--- config.mk ---
export PLATFORM = sky130hd
export DESIGN_NAME = timer16_regs
export DESIGN_NICKNAME = d
export VERILOG_FILES = /design/src/design/timer16_pkg.sv /design/src/design/timer16_regs.sv /design/src/design/capture_filter.sv
export VERILOG_INCLUDE_DIRS = /design/src /design/src/design
export SDC_FILE = /design/constraint.sdc
export NUM_CORES = 1
export LEC_CHECK = 0
export ABC_AREA = 1
export BUFFER_PORTS_ARGS = -buffer_cell sky130_fd_sc_hd__buf_2
export CORE_ASPECT_RATIO = 1.1
export CORE_UTILIZATION = 45
export CTS_CLUSTER_DIAMETER = 150
export DETAILED_ROUTE_END_ITERATION = 10
export HOLD_SLACK_MARGIN = 0.02
export PLACE_DENSITY_LB_ADDON = 0.08
export SLEW_MARGIN = 30
export SYNTH_ARGS = -nofsm -noshare
export SYNTH_HDL_FRONTEND = slang
export SYNTH_SLANG_ARGS = --single-unit
--- constraint.sdc ---
create_clock -name pclk -period 3.2 [get_ports pclk]
set_input_delay 0.64 -clock pclk [delete_from_list [all_inputs] [get_ports pclk]]
set_output_delay 0.64 -clock pclk [all_outputs]
set_load 0.02 [all_outputs]
--- src/design/timer16_defs.svh ---
// Purpose: Offsets, field positions and reset values of the 16-bit timer.
// Assumes: APB byte addresses, one register per aligned 32-bit word.
// Notes: Offsets are register indices; byte address is four times the index.
`ifndef TIMER16_DEFS_SVH
`define TIMER16_DEFS_SVH

`define IDX_CONTROL_A 8'h80
`define IDX_CAPTURE_CLOCK 8'h81
`define IDX_FORCE_COMPARE 8'h82
`define IDX_COUNT_LO 8'h84
`define IDX_COUNT_HI 8'h85
`define IDX_CAPTURE_LO 8'h86
`define IDX_CAPTURE_HI 8'h87
`define IDX_CMP_A_LO 8'h88
`define IDX_CMP_A_HI 8'h89
`define IDX_CMP_B_LO 8'h8a
`define IDX_CMP_B_HI 8'h8b
`define IDX_IRQ_ENABLE 8'h6f
`define IDX_IRQ_FLAGS 8'h36
`define IDX_VECTOR_ACK 8'h90

`define BIT_FILTER_EN 7
`define BIT_EDGE_SEL 6
`define BIT_RESERVED_B 5
`define BIT_FORCE_A 7
`define BIT_FORCE_B 6
`define BIT_CAPTURE 5
`define BIT_CMP_B 2
`define BIT_CMP_A 1
`define BIT_OVERFLOW 0

`define RESET_BYTE 8'h00
`define RESET_WORD 16'h0000
`define COUNT_MAX 16'hffff
`define FILTER_SAMPLES 3'h4
`define TOP_8BIT 16'h00ff
`define TOP_9BIT 16'h01ff
`define TOP_10BIT 16'h03ff

`endif

--- src/design/timer16_pkg.sv ---
// Purpose: Shared types for the 16-bit timer block.
// Assumes: Used with timer16_defs.svh.
// Notes: Codes follow the register encodings.
package timer16_pkg;
  typedef enum logic [2:0] {
    clk_stop = 3'h0, clk_div1 = 3'h1, clk_div8 = 3'h2, clk_div64 = 3'h3,
    clk_div256 = 3'h4, clk_div1024 = 3'h5, clk_ext_fall = 3'h6, clk_ext_rise = 3'h7
  } clock_select_t;
  typedef enum logic [1:0] {
    out_off = 2'h0, out_toggle = 2'h1, out_clear = 2'h2, out_set = 2'h3
  } compare_output_mode_t;
endpackage

--- src/design/timer16_regs.sv ---
// Purpose: 16-bit timer with prescaler, external count, capture, two compares and flags.
// Assumes: APB slave on pclk (10 MHz); pins are asynchronous and are synchronised here.
// Notes: Waveform sequences beyond normal and clear-on-match count up and wrap at top.
// Operation
// With the filter on, capture input changes only after four equal samples.
// Edge select zero triggers on falling edge, one on rising edge.
// Capture copies the counter into the capture register and sets the capture flag.
// When capture register is the top, the capture pin is ignored.
// Software writes zero to reserved bit 5 of capture clock control.
// Clock select zero stops; one to five divide the clock by 1,8,64,256,1024.
// Code six counts falling count-pin edges, seven counts rising edges.
// Count-pin transitions count even when that pin is an output.
// Force strobes act only in non-PWM waveform modes.
// Software writes force bits as zero while a PWM mode is selected.
// A force strobe applies an immediate match to that channel's output.
// A forced match sets no flag, raises no interrupt, and never clears the counter.
// Force bit positions always read zero.
// 16-bit registers transfer the high byte through one shared temporary register. Code: compare high bytes read directly.
// A counter write suppresses compare matches on the next timer clock.
// Compare registers are compared continuously; match drives flag and output.
// Capture source is the capture pin or the analog comparator output.
// Interrupt requested only with enable, global flag and matching flag all set.
// With capture register as top, capture flag sets when counter reaches top.
// Compare flag sets the timer clock after the counter equals the compare value.
// Overflow flag sets on wrap in normal and clear-on-match; else per mode. Code: non-PWM modes set it at 0xffff, not at top.
// Flags clear on vector acknowledge or when one is written to them.
// Non-PWM output modes: 00 off, 01 toggle, 10 clear, 11 set.
// With clock select zero the counter holds and counting sets no flag.
//
// Decided for this implementation: the APB slave port.
`timescale 1ns/1ps
`include "timer16_defs.svh"
module timer16_regs
  import timer16_pkg::*;
#(
  parameter int COUNT_WIDTH = 16
) (
  input wire logic pclk,
  input wire logic presetn,
  input wire logic psel,
  input wire logic penable,
  input wire logic pwrite,
  input wire logic [31:0] paddr,
  input wire logic [31:0] pwdata,
  output logic [31:0] prdata,
  output logic pready,
  output logic pslverr,
  input wire logic capture_pin,
  input wire logic comparator_out,
  input wire logic external_count_pin,
  input wire logic global_irq_enable,
  output logic wave_out_a,
  output logic wave_out_b,
  output logic wave_enable_a,
  output logic wave_enable_b,
  output logic capture_irq,
  output logic compare_a_irq,
  output logic compare_b_irq,
  output logic overflow_irq
);
  initial begin
    if (COUNT_WIDTH != 16) $error("timer16_regs: only a 16-bit counter is supported");
  end

  logic [7:0] control_a;
  logic [7:0] capture_clock_control;
  logic [7:0] timer_irq_enable;
  logic [7:0] timer_irq_flags;
  logic [7:0] temp_high;
  logic [15:0] counter_value;
  logic [15:0] compare_value_a;
  logic [15:0] compare_value_b;
  logic [15:0] capture_value;
  logic [9:0] prescale;
  logic [2:0] ext_sync;
  logic capture_prev;
  logic suppress_match;
  logic match_a_pending;
  logic match_b_pending;

  // Field decode.
  logic [3:0] waveform_mode;
  clock_select_t clock_select;
  compare_output_mode_t compare_output_mode_a;
  compare_output_mode_t compare_output_mode_b;
  logic capture_filter_enable;
  logic capture_edge_select;
  logic capture_source_comparator;
  assign waveform_mode = {capture_clock_control[4:3], control_a[1:0]};
  assign clock_select = clock_select_t'(capture_clock_control[2:0]);
  assign compare_output_mode_a = compare_output_mode_t'(control_a[7:6]);
  assign compare_output_mode_b = compare_output_mode_t'(control_a[5:4]);
  assign capture_filter_enable = capture_clock_control[`BIT_FILTER_EN];
  assign capture_edge_select = capture_clock_control[`BIT_EDGE_SEL];
  assign capture_source_comparator = control_a[2];

  // Mode classes: normal and the two clear-on-match modes are non-PWM.
  logic non_pwm;
  logic top_is_capture;
  logic top_is_cmp_a;
  logic [15:0] top_value;
  assign non_pwm = (waveform_mode == 4'h0) || (waveform_mode == 4'h4) || (waveform_mode == 4'hc);
  assign top_is_capture = (waveform_mode == 4'h8) || (waveform_mode == 4'ha) ||
                          (waveform_mode == 4'hc) || (waveform_mode == 4'he);
  assign top_is_cmp_a = (waveform_mode == 4'h4) || (waveform_mode == 4'h9) ||
                        (waveform_mode == 4'hb) || (waveform_mode == 4'hf);
  always_comb begin
    unique case (waveform_mode[1:0])
      2'h1: top_value = `TOP_8BIT;
      2'h2: top_value = `TOP_9BIT;
      2'h3: top_value = `TOP_10BIT;
      default: top_value = `COUNT_MAX;
    endcase
    if (top_is_capture) top_value = capture_value;
    else if (top_is_cmp_a) top_value = compare_value_a;
    else if (waveform_mode == 4'h0) top_value = `COUNT_MAX;
  end

  // APB decode: registers sit at four times their index; one wait state.
  logic [7:0] reg_index;
  logic addr_ok;
  logic wr;
  logic rd;
  logic [7:0] wbyte;
  assign reg_index = paddr[9:2];
  assign addr_ok = (paddr[31:10] == 22'h0) && (paddr[1:0] == 2'h0) && (
    reg_index == `IDX_CONTROL_A || reg_index == `IDX_CAPTURE_CLOCK ||
    reg_index == `IDX_FORCE_COMPARE || reg_index == `IDX_COUNT_LO ||
    reg_index == `IDX_COUNT_HI || reg_index == `IDX_CAPTURE_LO ||
    reg_index == `IDX_CAPTURE_HI || reg_index == `IDX_CMP_A_LO ||
    reg_index == `IDX_CMP_A_HI || reg_index == `IDX_CMP_B_LO ||
    reg_index == `IDX_CMP_B_HI || reg_index == `IDX_IRQ_ENABLE ||
    reg_index == `IDX_IRQ_FLAGS || reg_index == `IDX_VECTOR_ACK);
  assign wr = psel && penable && !pready && pwrite && addr_ok;
  assign rd = psel && penable && !pready && !pwrite && addr_ok;
  assign wbyte = pwdata[7:0];

  // Filtered capture pin.
  logic capture_level;
  capture_filter #(.SAMPLES(`FILTER_SAMPLES)) u_filter (
    .pclk(pclk),
    .presetn(presetn),
    .pin(capture_pin),
    .filter_en(capture_filter_enable),
    .level(capture_level)
  );

  // Comparator output is asynchronous too.
  logic [1:0] comp_sync;
  always_ff @(posedge pclk or negedge presetn) begin
    if (!presetn) comp_sync <= 2'h0;
    else comp_sync <= {comp_sync[0], comparator_out};
  end

  logic capture_src;
  logic capture_event;
  assign capture_src = capture_source_comparator ? comp_sync[1] : capture_level;
  assign capture_event = !top_is_capture &&
    (capture_edge_select ? (capture_src && !capture_prev)
                         : (!capture_src && capture_prev));
  always_ff @(posedge pclk or negedge presetn) begin
    if (!presetn) capture_prev <= 1'b0;
    else capture_prev <= capture_src;
  end

  // Free-running prescaler and count-pin synchroniser.
  always_ff @(posedge pclk or negedge presetn) begin
    if (!presetn) begin
      prescale <= 10'h0;
      ext_sync <= 3'h0;
    end else begin
      prescale <= prescale + 10'h1;
      ext_sync <= {ext_sync[1:0], external_count_pin};
    end
  end

  logic tick;
  always_comb begin
    unique case (clock_select)
      clk_stop: tick = 1'b0;
      clk_div1: tick = 1'b1;
      clk_div8: tick = (prescale[2:0] == 3'h7);
      clk_div64: tick = (prescale[5:0] == 6'h3f);
      clk_div256: tick = (prescale[7:0] == 8'hff);
      clk_div1024: tick = (prescale == 10'h3ff);
      clk_ext_fall: tick = ext_sync[2] && !ext_sync[1];
      clk_ext_rise: tick = !ext_sync[2] && ext_sync[1];
    endcase
  end

  // Compare equality and wrap point.
  logic eq_a;
  logic eq_b;
  logic at_top;
  assign eq_a = (counter_value == compare_value_a);
  assign eq_b = (counter_value == compare_value_b);
  assign at_top = (counter_value == top_value);
  logic counter_write;
  assign counter_write = wr && (reg_index == `IDX_COUNT_LO);

  // Counter: counts up, wraps at top; a low-byte write loads the word.
  always_ff @(posedge pclk or negedge presetn) begin
    if (!presetn) counter_value <= `RESET_WORD;
    else if (counter_write) counter_value <= {temp_high, wbyte};
    else if (tick) counter_value <= at_top ? `RESET_WORD : counter_value + 16'h1;
  end

  // A counter write blocks matches on the next timer clock.
  always_ff @(posedge pclk or negedge presetn) begin
    if (!presetn) suppress_match <= 1'b0;
    else if (counter_write) suppress_match <= 1'b1;
    else if (tick) suppress_match <= 1'b0;
  end

  // A match marks its flag on the next timer clock.
  always_ff @(posedge pclk or negedge presetn) begin
    if (!presetn) begin
      match_a_pending <= 1'b0;
      match_b_pending <= 1'b0;
    end else if (tick) begin
      match_a_pending <= eq_a && !suppress_match;
      match_b_pending <= eq_b && !suppress_match;
    end
  end

  // Flag set sources; all but capture need a timer clock.
  logic [7:0] flag_set;
  logic [7:0] flag_clear;
  always_comb begin
    flag_set = 8'h0;
    flag_set[`BIT_CMP_A] = tick && match_a_pending;
    flag_set[`BIT_CMP_B] = tick && match_b_pending;
    flag_set[`BIT_OVERFLOW] = tick && (non_pwm ? (counter_value == `COUNT_MAX)
                                               : at_top);
    flag_set[`BIT_CAPTURE] = capture_event || (top_is_capture && tick && at_top);
    flag_clear = 8'h0;
    if (wr && reg_index == `IDX_IRQ_FLAGS) flag_clear = wbyte;
    if (wr && reg_index == `IDX_VECTOR_ACK) flag_clear = flag_clear | wbyte;
  end

  // Set wins over a clear arriving in the same cycle.
  always_ff @(posedge pclk or negedge presetn) begin
    if (!presetn) timer_irq_flags <= `RESET_BYTE;
    else timer_irq_flags <= ((timer_irq_flags & ~flag_clear) | flag_set) & 8'h27;
  end

  // Capture register: hardware capture or software write.
  always_ff @(posedge pclk or negedge presetn) begin
    if (!presetn) capture_value <= `RESET_WORD;
    else if (capture_event) capture_value <= counter_value;
    else if (wr && reg_index == `IDX_CAPTURE_LO) capture_value <= {temp_high, wbyte};
  end

  // Shared temporary: high writes fill it, counter and capture low reads latch the high byte.
  always_ff @(posedge pclk or negedge presetn) begin
    if (!presetn) temp_high <= `RESET_BYTE;
    else if (wr && (reg_index == `IDX_COUNT_HI || reg_index == `IDX_CAPTURE_HI ||
                    reg_index == `IDX_CMP_A_HI || reg_index == `IDX_CMP_B_HI))
      temp_high <= wbyte;
    else if (rd && reg_index == `IDX_COUNT_LO) temp_high <= counter_value[15:8];
    else if (rd && reg_index == `IDX_CAPTURE_LO) temp_high <= capture_value[15:8];
  end

  // Control and compare registers.
  always_ff @(posedge pclk or negedge presetn) begin
    if (!presetn) begin
      control_a <= `RESET_BYTE;
      capture_clock_control <= `RESET_BYTE;
      timer_irq_enable <= `RESET_BYTE;
      compare_value_a <= `RESET_WORD;
      compare_value_b <= `RESET_WORD;
    end else if (wr) begin
      if (reg_index == `IDX_CONTROL_A) control_a <= wbyte;
      if (reg_index == `IDX_CAPTURE_CLOCK) capture_clock_control <= wbyte & 8'hdf;
      if (reg_index == `IDX_IRQ_ENABLE) timer_irq_enable <= wbyte & 8'h27;
      if (reg_index == `IDX_CMP_A_LO) compare_value_a <= {temp_high, wbyte};
      if (reg_index == `IDX_CMP_B_LO) compare_value_b <= {temp_high, wbyte};
    end
  end

  // Waveform outputs: real matches and non-PWM force strobes.
  logic force_a;
  logic force_b;
  assign force_a = wr && reg_index == `IDX_FORCE_COMPARE && wbyte[`BIT_FORCE_A] && non_pwm;
  assign force_b = wr && reg_index == `IDX_FORCE_COMPARE && wbyte[`BIT_FORCE_B] && non_pwm;

  function automatic logic apply_match(input compare_output_mode_t m, input logic cur);
    unique case (m)
      out_off: apply_match = cur;
      out_toggle: apply_match = !cur;
      out_clear: apply_match = 1'b0;
      out_set: apply_match = 1'b1;
    endcase
  endfunction

  always_ff @(posedge pclk or negedge presetn) begin
    if (!presetn) begin
      wave_out_a <= 1'b0;
      wave_out_b <= 1'b0;
    end else begin
      if (force_a || flag_set[`BIT_CMP_A])
        wave_out_a <= apply_match(compare_output_mode_a, wave_out_a);
      if (force_b || flag_set[`BIT_CMP_B])
        wave_out_b <= apply_match(compare_output_mode_b, wave_out_b);
    end
  end

  // Pin ownership and interrupt requests.
  always_ff @(posedge pclk or negedge presetn) begin
    if (!presetn) begin
      wave_enable_a <= 1'b0;
      wave_enable_b <= 1'b0;
      capture_irq <= 1'b0;
      compare_a_irq <= 1'b0;
      compare_b_irq <= 1'b0;
      overflow_irq <= 1'b0;
    end else begin
      wave_enable_a <= (compare_output_mode_a != out_off);
      wave_enable_b <= (compare_output_mode_b != out_off);
      capture_irq <= global_irq_enable && timer_irq_enable[`BIT_CAPTURE] &&
                     timer_irq_flags[`BIT_CAPTURE];
      compare_a_irq <= global_irq_enable && timer_irq_enable[`BIT_CMP_A] &&
                       timer_irq_flags[`BIT_CMP_A];
      compare_b_irq <= global_irq_enable && timer_irq_enable[`BIT_CMP_B] &&
                       timer_irq_flags[`BIT_CMP_B];
      overflow_irq <= global_irq_enable && timer_irq_enable[`BIT_OVERFLOW] &&
                      timer_irq_flags[`BIT_OVERFLOW];
    end
  end

  // Read mux; counter and capture high-byte reads return the temporary latched by the low read.
  logic [7:0] rbyte;
  always_comb begin
    rbyte = 8'h0;
    unique case (reg_index)
      `IDX_CONTROL_A: rbyte = control_a;
      `IDX_CAPTURE_CLOCK: rbyte = capture_clock_control;
      `IDX_FORCE_COMPARE: rbyte = 8'h0;
      `IDX_COUNT_LO: rbyte = counter_value[7:0];
      `IDX_CAPTURE_LO: rbyte = capture_value[7:0];
      `IDX_CMP_A_LO: rbyte = compare_value_a[7:0];
      `IDX_CMP_A_HI: rbyte = compare_value_a[15:8];
      `IDX_CMP_B_LO: rbyte = compare_value_b[7:0];
      `IDX_CMP_B_HI: rbyte = compare_value_b[15:8];
      `IDX_COUNT_HI, `IDX_CAPTURE_HI: rbyte = temp_high;
      `IDX_IRQ_ENABLE: rbyte = timer_irq_enable;
      `IDX_IRQ_FLAGS: rbyte = timer_irq_flags;
      default: rbyte = 8'h0;
    endcase
  end

  // Answer in the access phase: pready registered, high for one cycle.
  always_ff @(posedge pclk or negedge presetn) begin
    if (!presetn) begin
      pready <= 1'b0;
      pslverr <= 1'b0;
      prdata <= 32'h0;
    end else begin
      pready <= psel && penable && !pready;
      pslverr <= psel && penable && !pready && !addr_ok;
      prdata <= (psel && penable && !pready && !pwrite) ? {24'h0, rbyte} : 32'h0;
    end
  end
endmodule // timer16_regs

--- src/design/capture_filter.sv ---
// Purpose: Synchronises a pin and optionally filters it over consecutive samples.
// Assumes: Pin is asynchronous to pclk.
// Notes: Filter output changes only after SAMPLES equal samples.
`timescale 1ns/1ps
`include "timer16_defs.svh"
module capture_filter #(
  parameter int SAMPLES = 4
) (
  input wire logic pclk,
  input wire logic presetn,
  input wire logic pin,
  input wire logic filter_en,
  output logic level
);
  initial begin
    if (SAMPLES < 2 || SAMPLES > 7) $error("capture_filter: SAMPLES out of range");
  end
  logic sync1;
  logic sync2;
  logic filtered;
  logic [2:0] run;

  // Two flops before any logic looks at the pin.
  always_ff @(posedge pclk or negedge presetn) begin
    if (!presetn) begin
      sync1 <= 1'b0;
      sync2 <= 1'b0;
    end else begin
      sync1 <= pin;
      sync2 <= sync1;
    end
  end

  // Counts samples differing from the held output; resets on any agreeing sample.
  always_ff @(posedge pclk or negedge presetn) begin
    if (!presetn) begin
      run <= 3'h0;
      filtered <= 1'b0;
    end else if (sync2 == filtered) begin
      run <= 3'h0;
    end else if (run == 3'(SAMPLES - 1)) begin
      run <= 3'h0;
      filtered <= sync2;
    end else begin
      run <= run + 3'h1;
    end
  end

  assign level = filter_en ? filtered : sync2;
endmodule // capture_filter

==> summary.md <==
| Metric | Value |
|---|---|
| Status | `finished clean` |
| Residual DRC count | `0` |
| Grt total ovfl | `0` |
| Power per cell area | `461.4 mW/mm^2` |
| Required @ worst endpoint | `approximately 3.6 ns` |
| Post-CTS setup buffer count | `0` |
| Die area | `0.01912 mm^2` |
| N_diodes | `0` |
| Pins Over Slew Limit | `0` |
| Seq/Total Area, Yosys | `0.4133` |
| Clock Path Buffers | `2` |
| Synth top area cells | `dfrtp_1 (41%), nand2_1 (16%), inv_1 (6.7%), nand3_1 (5.9%), o21ai_0 (4.0%)` |
| CTS tree | `yes` |
| Crit path DAT | `3.20 ns` |
| Top Ports | `115` |
| Unrepaired setup endpoints after global routing | `false` |
| Root Driver | `clkbuf_16` |
| Synth Flop Type | `dfrtp_1` |
| Synth unique cells | `46` |
| F_max | `around 350 MHz` |
| Final Setup Violations | `0` |
| Layout Cells excl Fill | `roughly 1500` |
| Max-cap violation count | `0` |
| Startpoint types | `register` |
| EDFF count, synth | `0` |
| Crit Path Max Fanout | `17` |
| Tmin final | `2.835 ns` |
| Filler cells | `1745` |
| Final Cycle Share | `0.8859` |
| Setup Skew | `roughly 0.011 ns` |
| Vias in the first global route | `7311` |
| CTS buffer count | `17` |
| Final HPWL DP | `19510 um` |
| Core Region | `0.01793 mm^2` |
| Clock sink total | `138` |
| First-pass GRT wire length | `just over 40000 um` |
| Gr usage total | `0.2873` |
| Layout Nets | `1290` |
| FP Rows | `51` |
| Clk_lat worst skew | `between 0.4 and 0.5 ns` |
| Cell Area, Synth | `0.008356 mm^2` |
| Vias per inst | `5.346` |
| Crit-path most repeated cell | `nand2_1` |
| DR iter-0 viols | `750` |
| H-tree depth | `4` |
| Largest net degree at the start of global routing | `59` |
| Initial Util | `0.4660` |
| HP Class | `input port to asynchronous set/reset pin` |
| Inst Count DP | `1427` |
| CP Class | `register to register` |
| Fin util | `0.5223` |
| DRT Wirelength | `around 27000 um` |
| Area Growth Syn to Fin | `12.08%` |
| Port bufs | `66` |
| Routability cong. | `0.9530` |
| Post-CTS Resized | `0` |
| Avg Cell Area, Syn | `7.253 um^2` |
| Critical path's top delay family | `simple AND/OR/NAND/NOR gates` |
| Avg WL per Cell | `18.22 um` |
| DIE HEIGHT | `144.9 um` |
| Routed Antenna Nets | `0` |
| Cts-stage hold buffer count | `0` |
| Initial antenna violation count | `0` |
| FF+latch count, synth | `roughly 140` |
| Slew HR | `0.4710` |
| First drt pass iteration count | `6` |
| Critical-path top delay cell | `dfrtp_1` |
| Setup TNS | `0 ns` |
| Top cells by count, synth | `nand2_1 (360), inv_1 (149), dfrtp_1 (138), nand3_1 (99), o21ai_0 (66)` |
| Final Hold Viols | `0` |
| Cell Chain, Critical Path | `inv_1 -> ha_1 -> inv_1 -> nand2_1 -> nand3_2 -> nand3_1 -> nand3_1 -> nand2_1 -> nand2_1 -> nand2_1 -> nor2_1 -> nand2_1 -> nor2_1 -> nand2_2 -> nand2_1 -> nand2_1 -> nand2_1` |
| DR vias | `just under 8000` |
| Most common cell in the synthesized netlist | `nand2_1` |
| Worst slew pin tran | `0.7927 ns` |
| Crit path buffers/inverters | `2` |
| Post-synth top area cell | `dfrtp_1` |
| Max VDD drop | `0.3770 mV` |
| Crit end category | `register` |
| Synth top area share | `0.4133` |
| Layout cells sized above 1 | `0.1278` |
| Synthesis Warnings | `0` |
| Clock transition at path regs | `approximately 0.070 ns` |
| CP peak stage delay | `0.41 ns` |
| Asr flop ratio synth | `1.000` |
| Die width | `131.9 um` |
| Leak | `around 0.005 uW` |
| Syn Inst Count | `around 1200` |
-- per-stage QoR --
step           instance area, um^2  total power (uW)  hold slack [ns]  setup WS [ns]
6_report                      9365              4321           0.1838         0.3651
4_1_cts                       9365              4338           0.2075         0.4011
5_1_grt                       9365              4477           0.2327         0.1560
3_5_place_dp                  8787              2371           0.3347         0.3912
3_3_place_gp                  8787              2364           0.3312         0.3650
2_1_floorplan                 8442              2202           0.3312         0.9831
-- cell usage in the layout (no fill, tap or decap), types with 2 or more instances in the layout --
cell,netlist,routed
inv_1,149,149
a22oi_1,2,2
o21ai_1,33,33
a31oi_1,6,6
nor2_1,48,48
inv_6,0,7
o22ai_1,26,26
nand4_1,7,7
xnor2_1,7,7
nand2_4,2,2
o21ai_0,66,66
a221oi_1,10,10
o2111ai_1,4,4
o221ai_1,2,2
clkbuf_16,0,17
nor2_2,8,8
buf_4,30,9
inv_4,3,3
nand2_1,360,360
o211ai_1,4,4
xor2_1,23,23
nand3_1,99,99
nor2_4,2,2
nand2_2,10,10
nand3_2,6,6
nor4_1,6,6
dfrtp_1,138,138
a21oi_1,20,20
clkinv_4,0,3
inv_2,11,11
inv_8,0,2
buf_2,8,65
buf_12,0,2
nor3_1,15,15
ha_1,9,9
conb_1,1,24
-- layer usage --
metal,vias to the layer above,wire length (um),global-route usage
li1,3775,-,-
met1,3650,11130,0.3799
met2,315,12440,0.4569
met3,60,2096,0.05730
met4,0,923,0.1215
met5,-,0,0
-- power by group --
part	switching (uW)	leakage (uW)	internal (uW)
sequential	55.9	0.00164	1810
combinational	328	0.00309	148
clock	884	0.000284	1100
total	1270	0.00501	3050
-- kinds of logic (layout without fill, tap and decap cells) --
group           after synthesis  in the layout  synth area share
compound gates              178            178            0.1234
xor+xnor                     30             30           0.03145
fa+ha+maj                     9              9           0.01348
buf+inv                     227            273            0.1220
flops                       138            138            0.4133
other cells                   1             24         0.0004488
simple gates                569            569            0.2959
-- sequential cells by signal (all words and copies together), names as in the netlist, 4 cells and up --
register and count:
capture_value 16, timer_irq_flags 4, capture_clock_control 7, compare_value_b 16, compare_value_a 16, timer_irq_enable 4
temp_high 8, prdata 8, prescale 10, control_a 8, counter_value 16
-- worst paths after layout --
check / startpoint / end / slack [ns] / depth (start not counted)
max: control_a[0]$_DFFE_PN0P_ / timer_irq_flags[0]$_DFF_PN0_ / 0.37 / 17
min: presetn / ext_sync[0]$_DFF_PN0_ / 0.18 / 1
max reg2reg: control_a[0]$_DFFE_PN0P_ / timer_irq_flags[0]$_DFF_PN0_ / 0.37 / 17
min reg2reg: u_filter.sync1$_DFF_PN0_ / u_filter.sync2$_DFF_PN0_ / 0.35 / 0
max in group asynchronous: presetn / capture_value[1]$_DFFE_PN0P_ / 2.35 / 2
min in group pclk: capture_pin / u_filter.sync1$_DFF_PN0_ / 0.31 / 1
-- layout make-up --
class                           count  area (um^2)  area share
Sequential cell                   138         3453      0.3687
Multi-Input combinational cell    810         3969      0.4238
Timing Repair Buffer               77        444.2     0.04743
Inverter                          164        623.1     0.06653
Tap cell                          238        297.8     0.03180
Clock inverter                     15        152.6     0.01630
Clock buffer                       17        425.4     0.04542
Power figures use the tool's default switching activity.
